[config.mk]
export PLATFORM = sky130hd
export DESIGN_NAME = ldi_i2c_target
export DESIGN_NICKNAME = d
export VERILOG_FILES = /design/src/ldi_i2c_target.v
export VERILOG_INCLUDE_DIRS = /design/src /design/src/src
export SDC_FILE = /design/constraint.sdc
export NUM_CORES = 1
export LEC_CHECK = 0
export ABC_AREA = 1
export BUFFER_PORTS_ARGS = -buffer_cell sky130_fd_sc_hd__buf_2
export CORE_ASPECT_RATIO = 0.5
export CORE_MARGIN = 4
export CORE_UTILIZATION = 40
export CTS_BUF_LIST = sky130_fd_sc_hd__clkbuf_8
export CTS_CLUSTER_SIZE = 30
export DETAILED_ROUTE_END_ITERATION = 7
export GPL_TIMING_DRIVEN = 1
export SYNTH_ARGS = -nofsm -noshare
export SYNTH_HDL_FRONTEND = slang
export SYNTH_SLANG_ARGS = --single-unit
[constraint.sdc]
create_clock -name mclk -period 3.5 [get_ports mclk]
set_input_delay 0.7 -clock mclk [delete_from_list [all_inputs] [get_ports mclk]]
set_output_delay 0.7 -clock mclk [all_outputs]
set_load 0.01 [all_outputs]
[src/ldi_i2c_defs.vh]
// constants for the led driver i2c target port
`ifndef LDI_I2C_DEFS_VH
`define LDI_I2C_DEFS_VH
`define LDI_DEV_ADDR 7'h27
`define LDI_BYTE_BITS 4'h8
`define LDI_ACK_BIT 4'h8
`define LDI_ACK_DONE 4'h9
`define LDI_DIR_READ 1'b1
`define LDI_EN_WAIT_NS 100000
`define LDI_CLK_NS 5
`endif

[src/ldi_i2c_target.v]
// i2c target port of the led driver
//Contract
//- sda fall/rise with scl high: start/stop
//- busy from start until stop
//- repeated start restarts address phase
//- sda changes only while scl low
//- eight bits msb first, then ack
//- target pulls sda low on ninth clock
//- high sda on ack clock is nack
//- first byte is address plus direction
//- mismatch: ignore bus until next start
//- own address is 27h
//- address lsb zero write, one read
//- write: address, pointer, one data, stop
//- interrupted byte is discarded
//- target drives pointed register data in read
//- written value applies after eighth bit
`timescale 1ns/1ps
`include "ldi_i2c_defs.vh"
module ldi_i2c_target #(
    parameter EN_WAIT_CYCLES = (`LDI_EN_WAIT_NS + `LDI_CLK_NS - 1) / `LDI_CLK_NS
) (
    input wire mclk,
    input wire reset_n,
    input wire enable,
    input wire sclIn,
    input wire sdaIn,
    output wire sdaOut,
    output wire sdaOe,
    output wire busBusy,
    output reg [7:0] wrAddr,
    output reg [7:0] wrData,
    output wire wrValid,
    input wire wrReady,
    output reg [7:0] rdAddr,
    output wire rdReq,
    input wire [7:0] rdData
);
    // ************
    // reset and input synchronisers
    // ************
    reg rstA;
    reg rstB;
    always @(posedge mclk or negedge reset_n) begin
        if (!reset_n) begin
            rstA <= 1'b0;
            rstB <= 1'b0;
        end else begin
            rstA <= 1'b1;
            rstB <= rstA;
        end
    end
    wire rstN = rstB;
    reg [1:0] sclSync;
    reg [1:0] sdaSync;
    reg [1:0] enSync;
    reg sclPrev;
    reg sdaPrev;
    always @(posedge mclk or negedge rstN) begin
        if (!rstN) begin
            sclSync <= 2'h3;
            sdaSync <= 2'h3;
            enSync <= 2'h0;
            sclPrev <= 1'b1;
            sdaPrev <= 1'b1;
        end else begin
            sclSync <= {sclSync[0], sclIn};
            sdaSync <= {sdaSync[0], sdaIn};
            enSync <= {enSync[0], enable};
            sclPrev <= sclSync[1];
            sdaPrev <= sdaSync[1];
        end
    end
    wire scl = sclSync[1];
    wire sda = sdaSync[1];
    wire en = enSync[1];
    wire sclRise = scl & ~sclPrev;
    wire sclFall = ~scl & sclPrev;
    wire startCond = scl & sclPrev & sdaPrev & ~sda;
    wire stopCond = scl & sclPrev & ~sdaPrev & sda;

    // ************
    // enable settle timer
    // ************
    reg [17:0] enCnt;
    reg portOn;
    always @(posedge mclk or negedge rstN) begin
        if (!rstN) begin
            enCnt <= 18'h00000;
            portOn <= 1'b0;
        end else if (!en) begin
            enCnt <= 18'h00000;
            portOn <= 1'b0;
        end else if (enCnt == EN_WAIT_CYCLES[17:0] - 18'h00001) begin
            portOn <= 1'b1;
        end else begin
            enCnt <= enCnt + 18'h00001;
        end
    end

    // ************
    // two-entry write buffer
    // ************
    reg [15:0] buf0;
    reg [15:0] buf1;
    reg [1:0] bufCnt;
    reg pushReq;
    reg [15:0] pushWord;
    wire bufReady = (bufCnt != 2'h2);
    wire popReady = wrReady;
    assign wrValid = (bufCnt != 2'h0);
    always @* begin
        wrAddr = buf0[15:8];
        wrData = buf0[7:0];
    end
    always @(posedge mclk or negedge rstN) begin
        if (!rstN) begin
            buf0 <= 16'h0000;
            buf1 <= 16'h0000;
            bufCnt <= 2'h0;
        end else begin
            case ({pushReq & bufReady, wrValid & popReady})
                2'b10: begin
                    if (bufCnt == 2'h0) buf0 <= pushWord;
                    else buf1 <= pushWord;
                    bufCnt <= bufCnt + 2'h1;
                end
                2'b01: begin
                    buf0 <= buf1;
                    bufCnt <= bufCnt - 2'h1;
                end
                2'b11: begin
                    if (bufCnt == 2'h1) buf0 <= pushWord;
                    else begin
                        buf0 <= buf1;
                        buf1 <= pushWord;
                    end
                end
                default: begin
                    bufCnt <= bufCnt;
                end
            endcase
        end
    end

    // ************
    // protocol decode
    // ************
    localparam IDLE = 6'h01;
    localparam ADDR = 6'h02;
    localparam PTR = 6'h04;
    localparam DATA = 6'h08;
    localparam READ = 6'h10;
    localparam HOLD = 6'h20;
    reg [5:0] state;
    reg [3:0] bitCnt;
    reg [7:0] shift;
    reg ackDrive;
    reg txDrive;
    reg busy;
    reg readReq;
    reg masterNack;
    reg giveAck;
    wire bitPhase = (bitCnt < `LDI_BYTE_BITS);
    wire byteEnd = sclFall & (bitCnt == `LDI_BYTE_BITS);
    wire ackRise = sclRise & (bitCnt == `LDI_ACK_BIT);
    wire ackEnd = sclFall & (bitCnt == `LDI_ACK_DONE);
    wire addrMatch = (shift[7:1] == `LDI_DEV_ADDR);
    wire dirRead = (shift[0] == `LDI_DIR_READ);
    wire readStart = ackEnd & (state == ADDR) & ackDrive & dirRead;
    wire txShift = sclFall & (bitCnt != 4'h0) & bitPhase;
    wire lineReset = ~portOn | startCond | stopCond;
    assign sdaOut = 1'b0;
    assign sdaOe = ackDrive | txDrive;
    assign busBusy = busy;
    assign rdReq = readReq;
    always @* begin
        case (state)
            ADDR: giveAck = addrMatch;
            PTR: giveAck = 1'b1;
            DATA: giveAck = bufReady;
            default: giveAck = 1'b0;
        endcase
    end

    // ************
    // bus and protocol state
    // ************
    always @(posedge mclk or negedge rstN) begin
        if (!rstN) begin
            busy <= 1'b0;
        end else if (!portOn) begin
            busy <= 1'b0;
        end else if (startCond) begin
            busy <= 1'b1;
        end else if (stopCond) begin
            busy <= 1'b0;
        end
    end
    always @(posedge mclk or negedge rstN) begin
        if (!rstN) begin
            state <= IDLE;
        end else if (!portOn) begin
            state <= IDLE;
        end else if (startCond) begin
            state <= ADDR;
        end else if (stopCond) begin
            state <= IDLE;
        end else begin
            case (state)
                IDLE: begin
                    state <= IDLE;
                end
                ADDR: begin
                    if (ackEnd && !ackDrive) begin
                        state <= IDLE;
                    end else if (ackEnd && dirRead) begin
                        state <= READ;
                    end else if (ackEnd) begin
                        state <= PTR;
                    end
                end
                PTR: begin
                    if (ackEnd) begin
                        state <= DATA;
                    end
                end
                DATA: begin
                    if (ackEnd) begin
                        state <= HOLD;
                    end
                end
                READ: begin
                    if (ackEnd && masterNack) begin
                        state <= IDLE;
                    end
                end
                HOLD: begin
                    state <= HOLD;
                end
                default: begin
                    state <= IDLE;
                end
            endcase
        end
    end

    // ************
    // bit counter and shifter
    // ************
    always @(posedge mclk or negedge rstN) begin
        if (!rstN) begin
            bitCnt <= 4'h0;
        end else if (lineReset || state == IDLE) begin
            bitCnt <= 4'h0;
        end else if (sclRise && bitPhase) begin
            bitCnt <= bitCnt + 4'h1;
        end else if (ackRise) begin
            bitCnt <= `LDI_ACK_DONE;
        end else if (ackEnd) begin
            bitCnt <= 4'h0;
        end
    end
    always @(posedge mclk or negedge rstN) begin
        if (!rstN) begin
            shift <= 8'h00;
        end else if (readStart || (state == READ && ackEnd)) begin
            shift <= rdData;
        end else if (state == READ && txShift) begin
            shift <= {shift[6:0], 1'b1};
        end else if (state != READ && sclRise && bitPhase) begin
            shift <= {shift[6:0], sda};
        end
    end

    // ************
    // sda drive
    // ************
    always @(posedge mclk or negedge rstN) begin
        if (!rstN) begin
            txDrive <= 1'b0;
        end else if (lineReset) begin
            txDrive <= 1'b0;
        end else if (readStart) begin
            txDrive <= ~rdData[7];
        end else if (state != READ) begin
            txDrive <= 1'b0;
        end else if (ackEnd) begin
            txDrive <= ~masterNack & ~rdData[7];
        end else if (byteEnd) begin
            txDrive <= 1'b0;
        end else if (txShift) begin
            txDrive <= ~shift[6];
        end
    end
    always @(posedge mclk or negedge rstN) begin
        if (!rstN) begin
            ackDrive <= 1'b0;
        end else if (lineReset) begin
            ackDrive <= 1'b0;
        end else if (byteEnd && giveAck) begin
            ackDrive <= 1'b1;
        end else if (ackEnd) begin
            ackDrive <= 1'b0;
        end
    end
    always @(posedge mclk or negedge rstN) begin
        if (!rstN) begin
            masterNack <= 1'b0;
        end else if (lineReset) begin
            masterNack <= 1'b0;
        end else if (state == READ && ackRise) begin
            masterNack <= sda;
        end
    end

    // ************
    // read request, pointer and write push
    // ************
    always @(posedge mclk or negedge rstN) begin
        if (!rstN) begin
            rdAddr <= 8'h00;
            readReq <= 1'b0;
        end else begin
            readReq <= byteEnd & (state == ADDR) & addrMatch & dirRead;
            if (ackEnd && state == PTR && ackDrive) begin
                rdAddr <= shift;
            end
        end
    end
    always @(posedge mclk or negedge rstN) begin
        if (!rstN) begin
            pushReq <= 1'b0;
            pushWord <= 16'h0000;
        end else if (byteEnd && state == DATA && bufReady) begin
            pushReq <= 1'b1;
            pushWord <= {rdAddr, shift};
        end else if (bufReady) begin
            pushReq <= 1'b0;
        end
    end
endmodule

==> impl_results.md, run 1 <==
- Status: complete, no violations
- Fin. max-slew vios: 0
- Total nets after synthesis: ~660
- Die Footprint: roughly 15,000 sq um
- Clock tree from TritonCTS: done
- Post-synthesis instance area: approximately 5400 sq um
- Gate count after technology mapping: 639
- Weighted congestion reported at the end of routability-driven placement: 0.8385
- Proportion of synthesized chip area in sequential cells: between 50% and 60%
- Vias in the first global route: a little under 4k
- Area inside the core boundary: around 13,000 sq um
- Quantity of hold-fixing buffers added after cts: 0
- Count of boundary I/O pins: 43
- Worst setup SP type: flop
- TritonCTS sink count: 111
- Post-detailed-placement half-perimeter wirelength: just under 8000 um
- Maximum number of pins on one net before global-route repair: 64
- Number of cells on the worst reg-to-reg path: 11
- Most used cells in the layout excluding fill and tap cells: sky130_fd_sc_hd__nand2_1, sky130_fd_sc_hd__dfrtp_1, sky130_fd_sc_hd__inv_1, sky130_fd_sc_hd__nor2_1, sky130_fd_sc_hd__nand3_1
- Min Tclk post-route: ~2.6 ns
- Antenna cell count: 0
- Placement Rows: 29
- Class of the worst hold path: in2async
- Capture point of the worst reg-to-reg path: buf0[9]
- Post-CTS Resized: 0
- Yosys synthesis warning count: 0
- Root Driver: sky130_fd_sc_hd__clkbuf_8
- Post-CTS setup buffers: 0
- Startpoint of the worst-slack reg-to-reg timing path: bufCnt[0]
- Via Count: about 4.2k
- Placement Cell Area: around 5800 sq um
- Number of buffers added by the clock tree synthesis step: 9
- Transition time of the tightest slew-check pin: around 0.84 ns
- Unrepaired setup endpoints after global routing: no
- Layout Area Growth over Synthesis: 11.23%
- Number of DRC violations after detailed routing: 0
- Arrival time reported for the critical path endpoint: roughly 2.9 ns
- Worst-case register-to-register setup slack: about 0.87 ns
- CTS H-tree lvls: 3
- Setup slack after layout: approximately 0.87 ns
- Final period utilization: 75.12%
- Worst slack at placement: ~0.86 ns
- Standby leakage power: approximately 0.0029 uW
- Number of distinct library cells after synthesis: 37
- Max-cap violations: 0
- Total congestion overflow after global routing: 0
- Number of enable-type register cells in the synthesized netlist: 0
- Total length of routed wires: about 11,000 um
- Buffers from clock root to sink, at most: 2
- Layout net count: around 710
- Critical-path maximum fanout: 18
- Async set or reset register ratio after synthesis: 100.0%
- GRT Resource Usage Total: 14.22%
- Initial antenna violation count: 0
- WL per Instance: 12.60 um
- Required time worst endpoint: about 3.8 ns
- Height of the die: between 80 and 90 um
- Initial Utilization: roughly 42%
- Final non-filler cell area: 5959 sq um
- Setup violators final: 0
- Worst vdd rail ir drop: about 0.17 mV
- Mean post-synth cell area: between 8 and 9 sq um
- Slew margin rel.: around 44%
- Source-to-sink clock delay at the later pin of the worst-skew pair: 0.39 ns
- Commonest non-fill, non-tap cell in the layout: sky130_fd_sc_hd__nand2_1
- Port Buffer Count: 41
- Maximum clock frequency: between 0.3 and 0.4 GHz
- Endpoint kind of the worst setup timing path: flop
- Number of storage elements in the synthesis netlist: 111
- Clock transition at path regs: between 0.1 and 0.15 ns
- Max Clock Skew: ~0.020 ns
- Layout cells sized above 1: between 15 and 20%
- Final Hold Fails: 0
- Global-route wire length before repair: around 18,000 um
- Power Density: about 480 nW/um^2
- Remaining antenna violation count: 0
- Die X-Extent: 171.7 um
- Critical path start-end classification: reg2reg
- Average via count per standard cell: between 4 and 5
- Most used DFF post-synth: sky130_fd_sc_hd__dfrtp_1
- Sum of negative setup slack: 0 ns
- Iteration-0 DRC count of the detailed router: 247
- Router iterations before antenna repair: 4
-- kinds of logic (layout without fill, tap and decap cells) --
logic type	count (synthesis)	in the layout	synth area share (%)
buffers and inverters	92	138	6.679
and+or+nand+nor	326	326	28.37
adders and majority gates	11	11	2.569
muxes	1	1	0.1868
DFF	111	111	52.01
xor gates and xnor gates	5	5	0.8175
other	2	2	0.1402
AOI/OAI and AO/OA	91	91	9.225
-- critical path, stage by stage, from the launching register on --
cell,delay [ns]
sky130_fd_sc_hd__dfrtp_1,0.42
sky130_fd_sc_hd__inv_1,0.12
sky130_fd_sc_hd__ha_1,0.19
sky130_fd_sc_hd__inv_1,0.08
sky130_fd_sc_hd__nand2_1,0.14
sky130_fd_sc_hd__clkinv_1,0.42
sky130_fd_sc_hd__ha_1,0.38
sky130_fd_sc_hd__inv_1,0.06
sky130_fd_sc_hd__or2_2,0.11
sky130_fd_sc_hd__nand2_1,0.30
sky130_fd_sc_hd__nand3_1,0.20
sky130_fd_sc_hd__a31oi_1,0.11
-- per-layer routing --
metal	up-vias	share of wire, %	wire length [um]	global-route usage (%)
li1	2150	-	-	-
met1	1966	50	5379	19.85
met2	52	46	4905	22.82
met3	4	4.1	447	3.462
met4	0	0.41	44	2.571
met5	-	0	0	0
-- worst max-delay path by stage --
| stage | startpoint | end | slack (ns) | cells after the start |
|---|---|---|---|---|
| floorplan | rstB | ackDrive | 0.19 | 0 |
| global placement | wrReady | buf0[7] | 0.92 | 9 |
| detailed placement | wrReady | buf0[9] | 0.86 | 9 |
| CTS | bufCnt[0] | buf0[9] | 0.87 | 11 |
| global route | bufCnt[0] | buf0[9] | 0.58 | 11 |
| finish | bufCnt[0] | buf0[9] | 0.87 | 11 |
-- synth_stat cells, types with 2 or more instances --
cell	n	area, sq um
sky130_fd_sc_hd__nand2_1	136	510.5
sky130_fd_sc_hd__dfrtp_1	104	2603
sky130_fd_sc_hd__inv_1	76	285.3
sky130_fd_sc_hd__nor2_1	68	255.2
sky130_fd_sc_hd__nand3_1	60	300.3
sky130_fd_sc_hd__o21ai_0	48	240.2
sky130_fd_sc_hd__or2_2	20	125.1
sky130_fd_sc_hd__a21oi_1	18	90.09
sky130_fd_sc_hd__a31oi_1	17	106.4
sky130_fd_sc_hd__ha_1	11	137.6
sky130_fd_sc_hd__nor3_1	11	55.05
sky130_fd_sc_hd__nand4_1	10	62.56
sky130_fd_sc_hd__buf_2	7	35.03
sky130_fd_sc_hd__clkbuf_1	7	26.28
sky130_fd_sc_hd__dfstp_2	7	183.9
sky130_fd_sc_hd__nor2_2	4	25.02
sky130_fd_sc_hd__nand2_2	3	18.77
sky130_fd_sc_hd__nand2_4	3	33.78
sky130_fd_sc_hd__nand3_2	3	30.03
sky130_fd_sc_hd__nor3_2	3	30.03
sky130_fd_sc_hd__xor2_1	3	26.28
sky130_fd_sc_hd__conb_1	2	7.510
sky130_fd_sc_hd__nand4_2	2	25.02
sky130_fd_sc_hd__o21ai_1	2	10.01
sky130_fd_sc_hd__xnor2_1	2	17.52
-- through the flow --
step	util, %	cells	total power (uW)	hold slack [ns]
4_1_cts	46.27	855	2904	0.06311
6_report	46.27	855	2859	0.08014
5_1_grt	46.27	855	3039	0.05729
3_5_place_dp	44.69	839	2105	0.3372
2_1_floorplan	-	639	1897	0.3312
3_3_place_gp	44.69	839	2089	0.3356
-- sequential cells by signal, indices dropped and copies added (netlist names), 2 cells and up --
signal    cells
bitCnt        4
pushWord     16
sclSync       2
state         6
sdaSync       2
buf1         16
shift         8
rdAddr        8
enSync        2
enCnt        18
bufCnt        2
buf0         16
-- cell type report --
class | count | area, sq um
clock inverters | 7 | 78.83
repair buffers | 45 | 247.7
clock buffers | 9 | 123.9
fillers | 1248 | 6922
multi-input cells | 436 | 2217
flip-flops and latches | 111 | 2790
well taps | 170 | 212.7
inverters | 77 | 289.0
-- power breakdown --
part | switching, uW | leakage [uW] | internal (uW)
sequential | 96.5 | 0.00138 | 1410
clock | 503 | 0.000104 | 291
combinational | 327 | 0.00141 | 227
Power figures use the tool's default switching activity.
==> run 2: changes to the inputs <==
--- a/config.mk
+++ b/config.mk
@@ -6,7 +6,7 @@
 export SDC_FILE = /design/constraint.sdc
 export NUM_CORES = 1
 export LEC_CHECK = 0
-export ABC_AREA = 1
+export ABC_AREA = 0
 export BUFFER_PORTS_ARGS = -buffer_cell sky130_fd_sc_hd__buf_2
 export CORE_ASPECT_RATIO = 0.5
 export CORE_MARGIN = 4
==> constraint.sdc (replaced) <==
create_clock -name mclk -period 2.4 [get_ports mclk]
set_input_delay 0.48 -clock mclk [delete_from_list [all_inputs] [get_ports mclk]]
set_output_delay 0.48 -clock mclk [all_outputs]
set_load 0.01 [all_outputs]
==> impl_results.md, run 2 <==
- Worst setup SP type: flop
- Max-cap violations: 0
- Fraction of power consumed by the clock network: between 30% and 40%
- Setup slack after layout: between 0.1 and 0.15 ns
- Antenna cell count: 0
- Fin. max-slew vios: 0
- Root Driver: sky130_fd_sc_hd__clkbuf_8
- Gate count after technology mapping: between 400 and 500
- Global-route wire length before repair: between 15,000 and 20,000 um
- Number of enable-type register cells in the synthesized netlist: 0
- Fraction of post-synthesis cell area in the top cell type by area: 50.13%
- Proportion of synthesized chip area in sequential cells: about 54%
- Initial Utilization: about two fifths
- Placement Rows: 29
- Weighted congestion reported at the end of routability-driven placement: a little over 0.8
- Arrival time reported for the critical path endpoint: roughly 2.5 ns
- Vias in the first global route: around 3.3k
- Total Power Consumption: ~3700 uW
- Total congestion overflow after global routing: 0
- Dominant cells by area after synthesis: sky130_fd_sc_hd__dfrtp_1, sky130_fd_sc_hd__mux2_2, sky130_fd_sc_hd__dfstp_2
- Status: complete, no violations
- Area inside the core boundary: approximately 13,000 sq um
- Highest-delay cell along the critical path: sky130_fd_sc_hd__dfrtp_1
- Post-synthesis instance area: ~5200 sq um
- Maximum clock frequency: about 0.44 GHz
- Initial antenna violation count: 0
- Switch Pwr: 1124 uW
- Part of the power in combinational logic: ~14%
- Total nets after synthesis: 472
- Total length of routed wires: 10,100 um
- Endpoint kind of the worst setup timing path: flop
- Mean post-synth cell area: 11.61 sq um
- Number of buffers added by the clock tree synthesis step: 9
- Maximum number of pins on one net before global-route repair: 44
- Average via count per standard cell: 5.132
- Largest incremental delay on the critical path: about 0.39 ns
- Worst-case register-to-register setup slack: ~0.15 ns
- Final period utilization: a little over nine tenths
- Iteration-0 DRC count of the detailed router: 180
- Top cell type by total area after synthesis: sky130_fd_sc_hd__dfrtp_1
- Most used DFF post-synth: sky130_fd_sc_hd__dfrtp_1
- CP endpoint: buf1[5]
- Min Tclk post-route: approximately 2.3 ns
- Register with the most flip-flops: enCnt
- Router iterations before antenna repair: 4
- Number of cells on the worst reg-to-reg path: 11
- Capture point of the worst reg-to-reg path: buf1[5]
- Setup violators final: 0
- Clock transition at path regs: about 0.12 ns
- Transition time of the tightest slew-check pin: between 0.6 and 0.7 ns
- Port Buffer Count: 41
- Layout net count: ~520
- CTS H-tree lvls: 3
- Most used cells in the layout excluding fill and tap cells: sky130_fd_sc_hd__dfrtp_1, sky130_fd_sc_hd__mux2_2, sky130_fd_sc_hd__nand2_1, sky130_fd_sc_hd__buf_2, sky130_fd_sc_hd__o21ai_0
- Height of the die: between 80 and 90 um
- Commonest non-fill, non-tap cell in the layout: sky130_fd_sc_hd__dfrtp_1
- Number of flip-flops in the largest register: 18
- Die X-Extent: about 170 um
- Startpoint of the most critical setup path: bufCnt[0]
- Buffers from clock root to sink, at most: 2
- GRT Resource Usage Total: about 14%
- Sw frac: between 30% and 40%
- Top cell types by occurrence after synthesis: sky130_fd_sc_hd__dfrtp_1, sky130_fd_sc_hd__mux2_2, sky130_fd_sc_hd__nand2_1
- Internal power: about 2600 uW
- Critical path start-end classification: reg2reg
- Async set or reset register ratio after synthesis: 100.0%
- Power Density: ~640 nW/um^2
- Layout cells sized above 1: 29.28%
- Max Clock Skew: between 0.02 and 0.025 ns
- Number of storage elements in the synthesis netlist: about 110
- Slew margin rel.: between 50% and 60%
- Post-detailed-placement half-perimeter wirelength: 7081 um
- Leading cell type by number of instances after synthesis: sky130_fd_sc_hd__dfrtp_1
- Die Footprint: around 15,000 sq um
- Source-to-sink clock delay at the later pin of the worst-skew pair: ~0.39 ns
- Standby leakage power: approximately 0.0027 uW
- Required time worst endpoint: around 2.7 ns
- Number of distinct library cells after synthesis: 60
- Clock tree from TritonCTS: done
- Sequential power share: 56.2%
- WL per Instance: 15.03 um
- Worst slack at placement: -0.3111 ns
- Class of the worst hold path: in2reg
- Remaining antenna violation count: 0
- Number of DRC violations after detailed routing: 0
- Count of boundary I/O pins: 43
- Critical-path maximum fanout: 8
- Final Hold Fails: 0
- Via Count: 3,449
- Yosys synthesis warning count: 0
- Startpoint of the worst-slack reg-to-reg timing path: bufCnt[0]
- Worst vdd rail ir drop: roughly 0.33 mV
- Layout Area Growth over Synthesis: 13.30%
- CP cell instances: inv_1 > ha_1 > inv_1 > nand2_1 > inv_2 > ha_1 > nand2_1 > o211ai_1 > buf_4 > clkbuf_4 > mux2_2
- TritonCTS sink count: between 100 and 150
run 2: cell count changes after synthesis, moves of 11 or more:
cell                      delta
sky130_fd_sc_hd__a21oi_1    -11
sky130_fd_sc_hd__a22oi_1    +19
sky130_fd_sc_hd__a31oi_1    -16
sky130_fd_sc_hd__and2_1     +14
sky130_fd_sc_hd__inv_1      -60
sky130_fd_sc_hd__mux2_2     +53
sky130_fd_sc_hd__nand2_1    -94
sky130_fd_sc_hd__nand3_1    -51
sky130_fd_sc_hd__nor2_1     -44
sky130_fd_sc_hd__o21ai_0    -22
sky130_fd_sc_hd__or2_2      -18
sky130_fd_sc_hd__xnor2_1    +12
run 2: final cells by class:
class	instances	area (sq um)
clock buffers	9	123.9
clock inverters	7	81.33
fillers	1189	6782
inverters	16	60.06
multi-input cells	304	2272
flip-flops and latches	111	2790
well taps	170	212.7
repair buffers	55	341.6
run 2: what timing repair did:
| action | 4_1_cts | 5_1_grt |
|---|---|---|
| pin swaps | 0 | 2 |
| buffers inserted | 0 | 5 |
| gates resized for setup | 1 | 6 |
| cloned | 0 | 1 |
| endpoints found under the hold margin | 2 | 0 |
| setup endpoints to repair | 16 | 16 |
| hold buffers | 1 | 0 |
run 2: metrics by stage:
stage / utilization (%) / hold slack, ns / area, sq um / instances / TNS (ns)
floorplan: - / 0.1844 / 5192 / 447 / 0
global placement: 44.15 / 0.2654 / 5590 / 649 / -1.099
detailed placement: 44.15 / 0.2704 / 5590 / 649 / -3.348
CTS: 45.87 / 0.1582 / 5808 / 666 / 0
global route: 46.45 / 0.1449 / 5882 / 672 / -0.004522
finish: 46.45 / 0.1828 / 5882 / 672 / 0
run 2: critical path: cells and delay by family (launching register included):
family / cells / cell delay [ns]
AO/OA/AOI/OAI: 1 / 0.12
adder cells (fa/ha/maj): 2 / 0.42
buffers and inverters: 5 / 0.65
flip-flops: 1 / 0.39
multiplexers: 1 / 0.35
AND/OR/NAND/NOR: 2 / 0.24
run 2: routing by layer:
layer / vias to the layer above / routed length (um) / track usage, %
met5: - / 0 / 0
met4: 0 / 101 / 3.068
met3: 9 / 501 / 3.927
met2: 69 / 4545 / 21.96
met1: 1690 / 4955 / 20.33
li1: 1681 / - / -
run 2: worst min path at each step:
stage | slack (ns) | depth (start not counted) | to | start
detailed placement | 0.27 | 1 | rstA | reset_n
CTS | 0.16 | 1 | sdaSync[0] | sdaIn
floorplan | 0.18 | 0 | rstA | reset_n
finish | 0.18 | 1 | sdaSync[0] | sdaIn
global placement | 0.27 | 1 | rstA | reset_n
global route | 0.14 | 1 | sdaSync[0] | sdaIn
run 2: cell families (layout without fill, tap and decap cells):
| kind of cell | count (synthesis) | after routing | share of synthesized area, % |
|---|---|---|---|
| buf+inv | 32 | 87 | 2.916 |
| flops | 111 | 111 | 53.68 |
| xor+xnor | 19 | 19 | 3.206 |
| compound gates | 77 | 77 | 10.36 |
| fa+ha+maj | 11 | 11 | 2.651 |
| other cells | 2 | 2 | 0.1447 |
| mux | 58 | 58 | 12.46 |
| simple gates | 137 | 137 | 14.58 |
run 2: power by group through the flow:
stage | sequential (uW) | clock [uW] | combinational (uW)
2_1_floorplan | 2090 | 0 | 327
3_3_place_gp | 2140 | 0 | 442
3_5_place_dp | 2140 | 0 | 447
4_1_cts | 2110 | 1180 | 454
5_1_grt | 2130 | 1260 | 574
6_report | 2100 | 1130 | 503
==> run 3: changes to the inputs <==
--- a/config.mk
+++ b/config.mk
@@ -15,6 +15,8 @@
 export CTS_CLUSTER_SIZE = 30
 export DETAILED_ROUTE_END_ITERATION = 7
 export GPL_TIMING_DRIVEN = 1
+export RECOVER_POWER = 50
+export REMOVE_ABC_BUFFERS = 1
 export SYNTH_ARGS = -nofsm -noshare
 export SYNTH_HDL_FRONTEND = slang
 export SYNTH_SLANG_ARGS = --single-unit
==> impl_results.md, run 3 (same netlist as run 2, synthesis figures left out) <==
- Status: complete, no violations
- Sw frac: a little under 30%
- Post-CTS setup buffers: 0
- Clock transition at path regs: ~0.11 ns
- Transition time of the tightest slew-check pin: 1.445 ns
- Number of flip-flops in the largest register: 18
- # fillers: about 1.2k
- Internal power: 2604 uW
- Endpoint kind of the worst setup timing path: flop
- Highest-delay cell along the critical path: sky130_fd_sc_hd__dfrtp_1
- Post-detailed-placement half-perimeter wirelength: 6743 um
- Total congestion overflow after global routing: 0
- WL per Instance: ~14 um
- Remaining antenna violation count: 0
- Part of the power in combinational logic: between 10% and 20%
- Standby leakage power: roughly 0.0027 uW
- Weighted congestion reported at the end of routability-driven placement: a little over 0.8
- Die X-Extent: approximately 170 um
- Startpoint of the most critical setup path: state[1]
- Total length of routed wires: approximately 9700 um
- CTS H-tree lvls: 3
- Final Hold Fails: 0
- Layout Area Growth over Synthesis: 12.65%
- Sequential power share: roughly 56%
- Layout cells sized above 1: between 20% and 30%
- Vias in the first global route: 3,336
- Hold wc startpoint: sdaIn
- Critical path start-end classification: reg2reg
- Initial antenna violation count: 0
- Total Power Consumption: about 3700 uW
- Layout net count: approximately 520
- Final period utilization: between 90% and 100%
- Root Driver: sky130_fd_sc_hd__clkbuf_8
- Global-route wire length before repair: roughly 17,000 um
- Area inside the core boundary: roughly 13,000 sq um
- Largest incremental delay on the critical path: approximately 0.59 ns
- Buffers & Inverters on Critical Path: 0
- Critical path's most frequent cell: sky130_fd_sc_hd__mux2_2
- Min Tclk post-route: approximately 2.3 ns
- Initial Utilization: 40.99%
- Source-to-sink clock delay at the later pin of the worst-skew pair: ~0.38 ns
- Fraction of power consumed by the clock network: a little under a third
- Switch Pwr: roughly 1100 uW
- Buffers from clock root to sink, at most: 2
- Worst vdd rail ir drop: 0.2819 mV
- Maximum clock frequency: 0.4435 GHz
- Router iterations before antenna repair: 4
- Most used cells in the layout excluding fill and tap cells: sky130_fd_sc_hd__dfrtp_1, sky130_fd_sc_hd__mux2_2, sky130_fd_sc_hd__nand2_1, sky130_fd_sc_hd__buf_2, sky130_fd_sc_hd__o21ai_0
- Class of the worst hold path: in2reg
- Antenna cell count: 0
- Sum of negative setup slack: 0 ns
- Via Count: between 3k and 4k
- TritonCTS sink count: between 100 and 150
- GRT Resource Usage Total: a little over an eighth
- Crit path max-delay family: multiplexers
- Critical-path maximum fanout: 11
- Setup violators final: 0
- Commonest non-fill, non-tap cell in the layout: sky130_fd_sc_hd__dfrtp_1
- CP cell instances: nor3b_2 > nand4_2 > a21oi_4 > mux2_2 > mux2_2
- Die Footprint: approximately 15,000 sq um
- Worst setup SP type: flop
- Max-cap violations: 0
- Multi-input logic area: about 2300 sq um
- Register with the most flip-flops: enCnt
- Maximum number of pins on one net before global-route repair: 110
- Placement Rows: 29
- Iteration-0 DRC count of the detailed router: 156
- Startpoint of the worst-slack reg-to-reg timing path: state[1]
- Max Clock Skew: roughly 0.025 ns
- Fin. max-slew vios: 0
- Clock tree from TritonCTS: done
- Number of DRC violations after detailed routing: 0
- Unrepaired setup endpoints after global routing: no
- Count of boundary I/O pins: 43
- Slew margin rel.: 3.673%
- Arrival time reported for the critical path endpoint: around 2.5 ns
- Average via count per standard cell: about 5
- Port Buffer Count: 41
- Power Density: approximately 630 nW/um^2
- Number of buffers added by the clock tree synthesis step: 9
- Sequential standard cell area: between 2000 and 3000 sq um
- Height of the die: about 89 um
- Fraction of the core area covered by cells at the end of the flow: about 46%
- Required time worst endpoint: 2.65 ns
==> run 3: cell types whose count changed in the layout (fill, tap and decap cells not counted), moves of 2 or more <==
cell,change
sky130_fd_sc_hd__buf_12,-2
sky130_fd_sc_hd__buf_2,-3
sky130_fd_sc_hd__buf_4,+4
sky130_fd_sc_hd__clkbuf_1,+3
sky130_fd_sc_hd__clkinv_4,-3
sky130_fd_sc_hd__dfstp_1,+2
sky130_fd_sc_hd__dfstp_2,-2
sky130_fd_sc_hd__inv_6,+2
==> run 3: timing repair <==
item,in CTS,in global routing
endpoints found under the hold margin,2,0
pin swaps,0,0
endpoints found under the setup margin,16,1
gates cloned,0,0
hold buffers,1,0
gates resized for setup,1,1
==> run 3: worst paths after layout <==
| path | depth (start not counted) | end | slack, ns |
|---|---|---|---|
| max in group asynchronous | 1 | bufCnt[0] | 0.75 |
| worst min register to register | 0 | enSync[1] | 0.36 |
| min in group asynchronous | 2 | rstB | 0.42 |
| worst max register to register | 5 | shift[7] | 0.14 |
| worst max-delay path | 5 | shift[7] | 0.14 |
| worst min-delay path | 1 | sdaSync[0] | 0.20 |
==> run 3: metal layers <==
layer / GRT usage [%] / vias to the layer above / share of wire [%]
met5: 0 / - / 0
met4: 3.798 / 0 / 0.97
met3: 3.168 / 9 / 2.9
met2: 22.65 / 34 / 46
met1: 18.62 / 1654 / 50
li1: - / 1691 / -
==> run 3: worst reg2reg max path, stage by stage (launching register included) <==
cell and delay, ns:
sky130_fd_sc_hd__dfrtp_1 0.59, sky130_fd_sc_hd__nor3b_2 0.29, sky130_fd_sc_hd__nand4_2 0.24, sky130_fd_sc_hd__a21oi_4 0.38, sky130_fd_sc_hd__mux2_2 0.38, sky130_fd_sc_hd__mux2_2 0.26
==> run 3: layout make-up <==
type,count,share of cell area (%)
flip-flops and latches,111,47.71
multi-input cells,304,38.72
repair buffers,56,5.413
well taps,170,3.637
clock buffers,9,2.118
clock inverters,7,1.369
inverters,16,1.027
==> run 3: power by group through the flow <==
stage / Clock [uW] / Combinational (uW) / Sequential [uW]
final: 1110 / 509 / 2080
after floorplan: 0 / 310 / 2090
after CTS: 1170 / 518 / 2080
after global placement: 0 / 506 / 2120
after global routing: 1230 / 567 / 2100
after detailed placement: 0 / 512 / 2120
==> run 3: stage by stage <==
stage / std cells / instance area [sq um] / hold slack [ns] / worst slack (ns)
floorplan: 431 / 5100 / 0.1844 / -0.9090
global placement: 656 / 5643 / 0.2659 / 0.06206
detailed placement: 656 / 5643 / 0.2681 / -0.08455
CTS: 673 / 5859 / 0.1751 / 0.1406
global route: 673 / 5848 / 0.1612 / 0.007727
finish: 673 / 5848 / 0.1961 / 0.1450
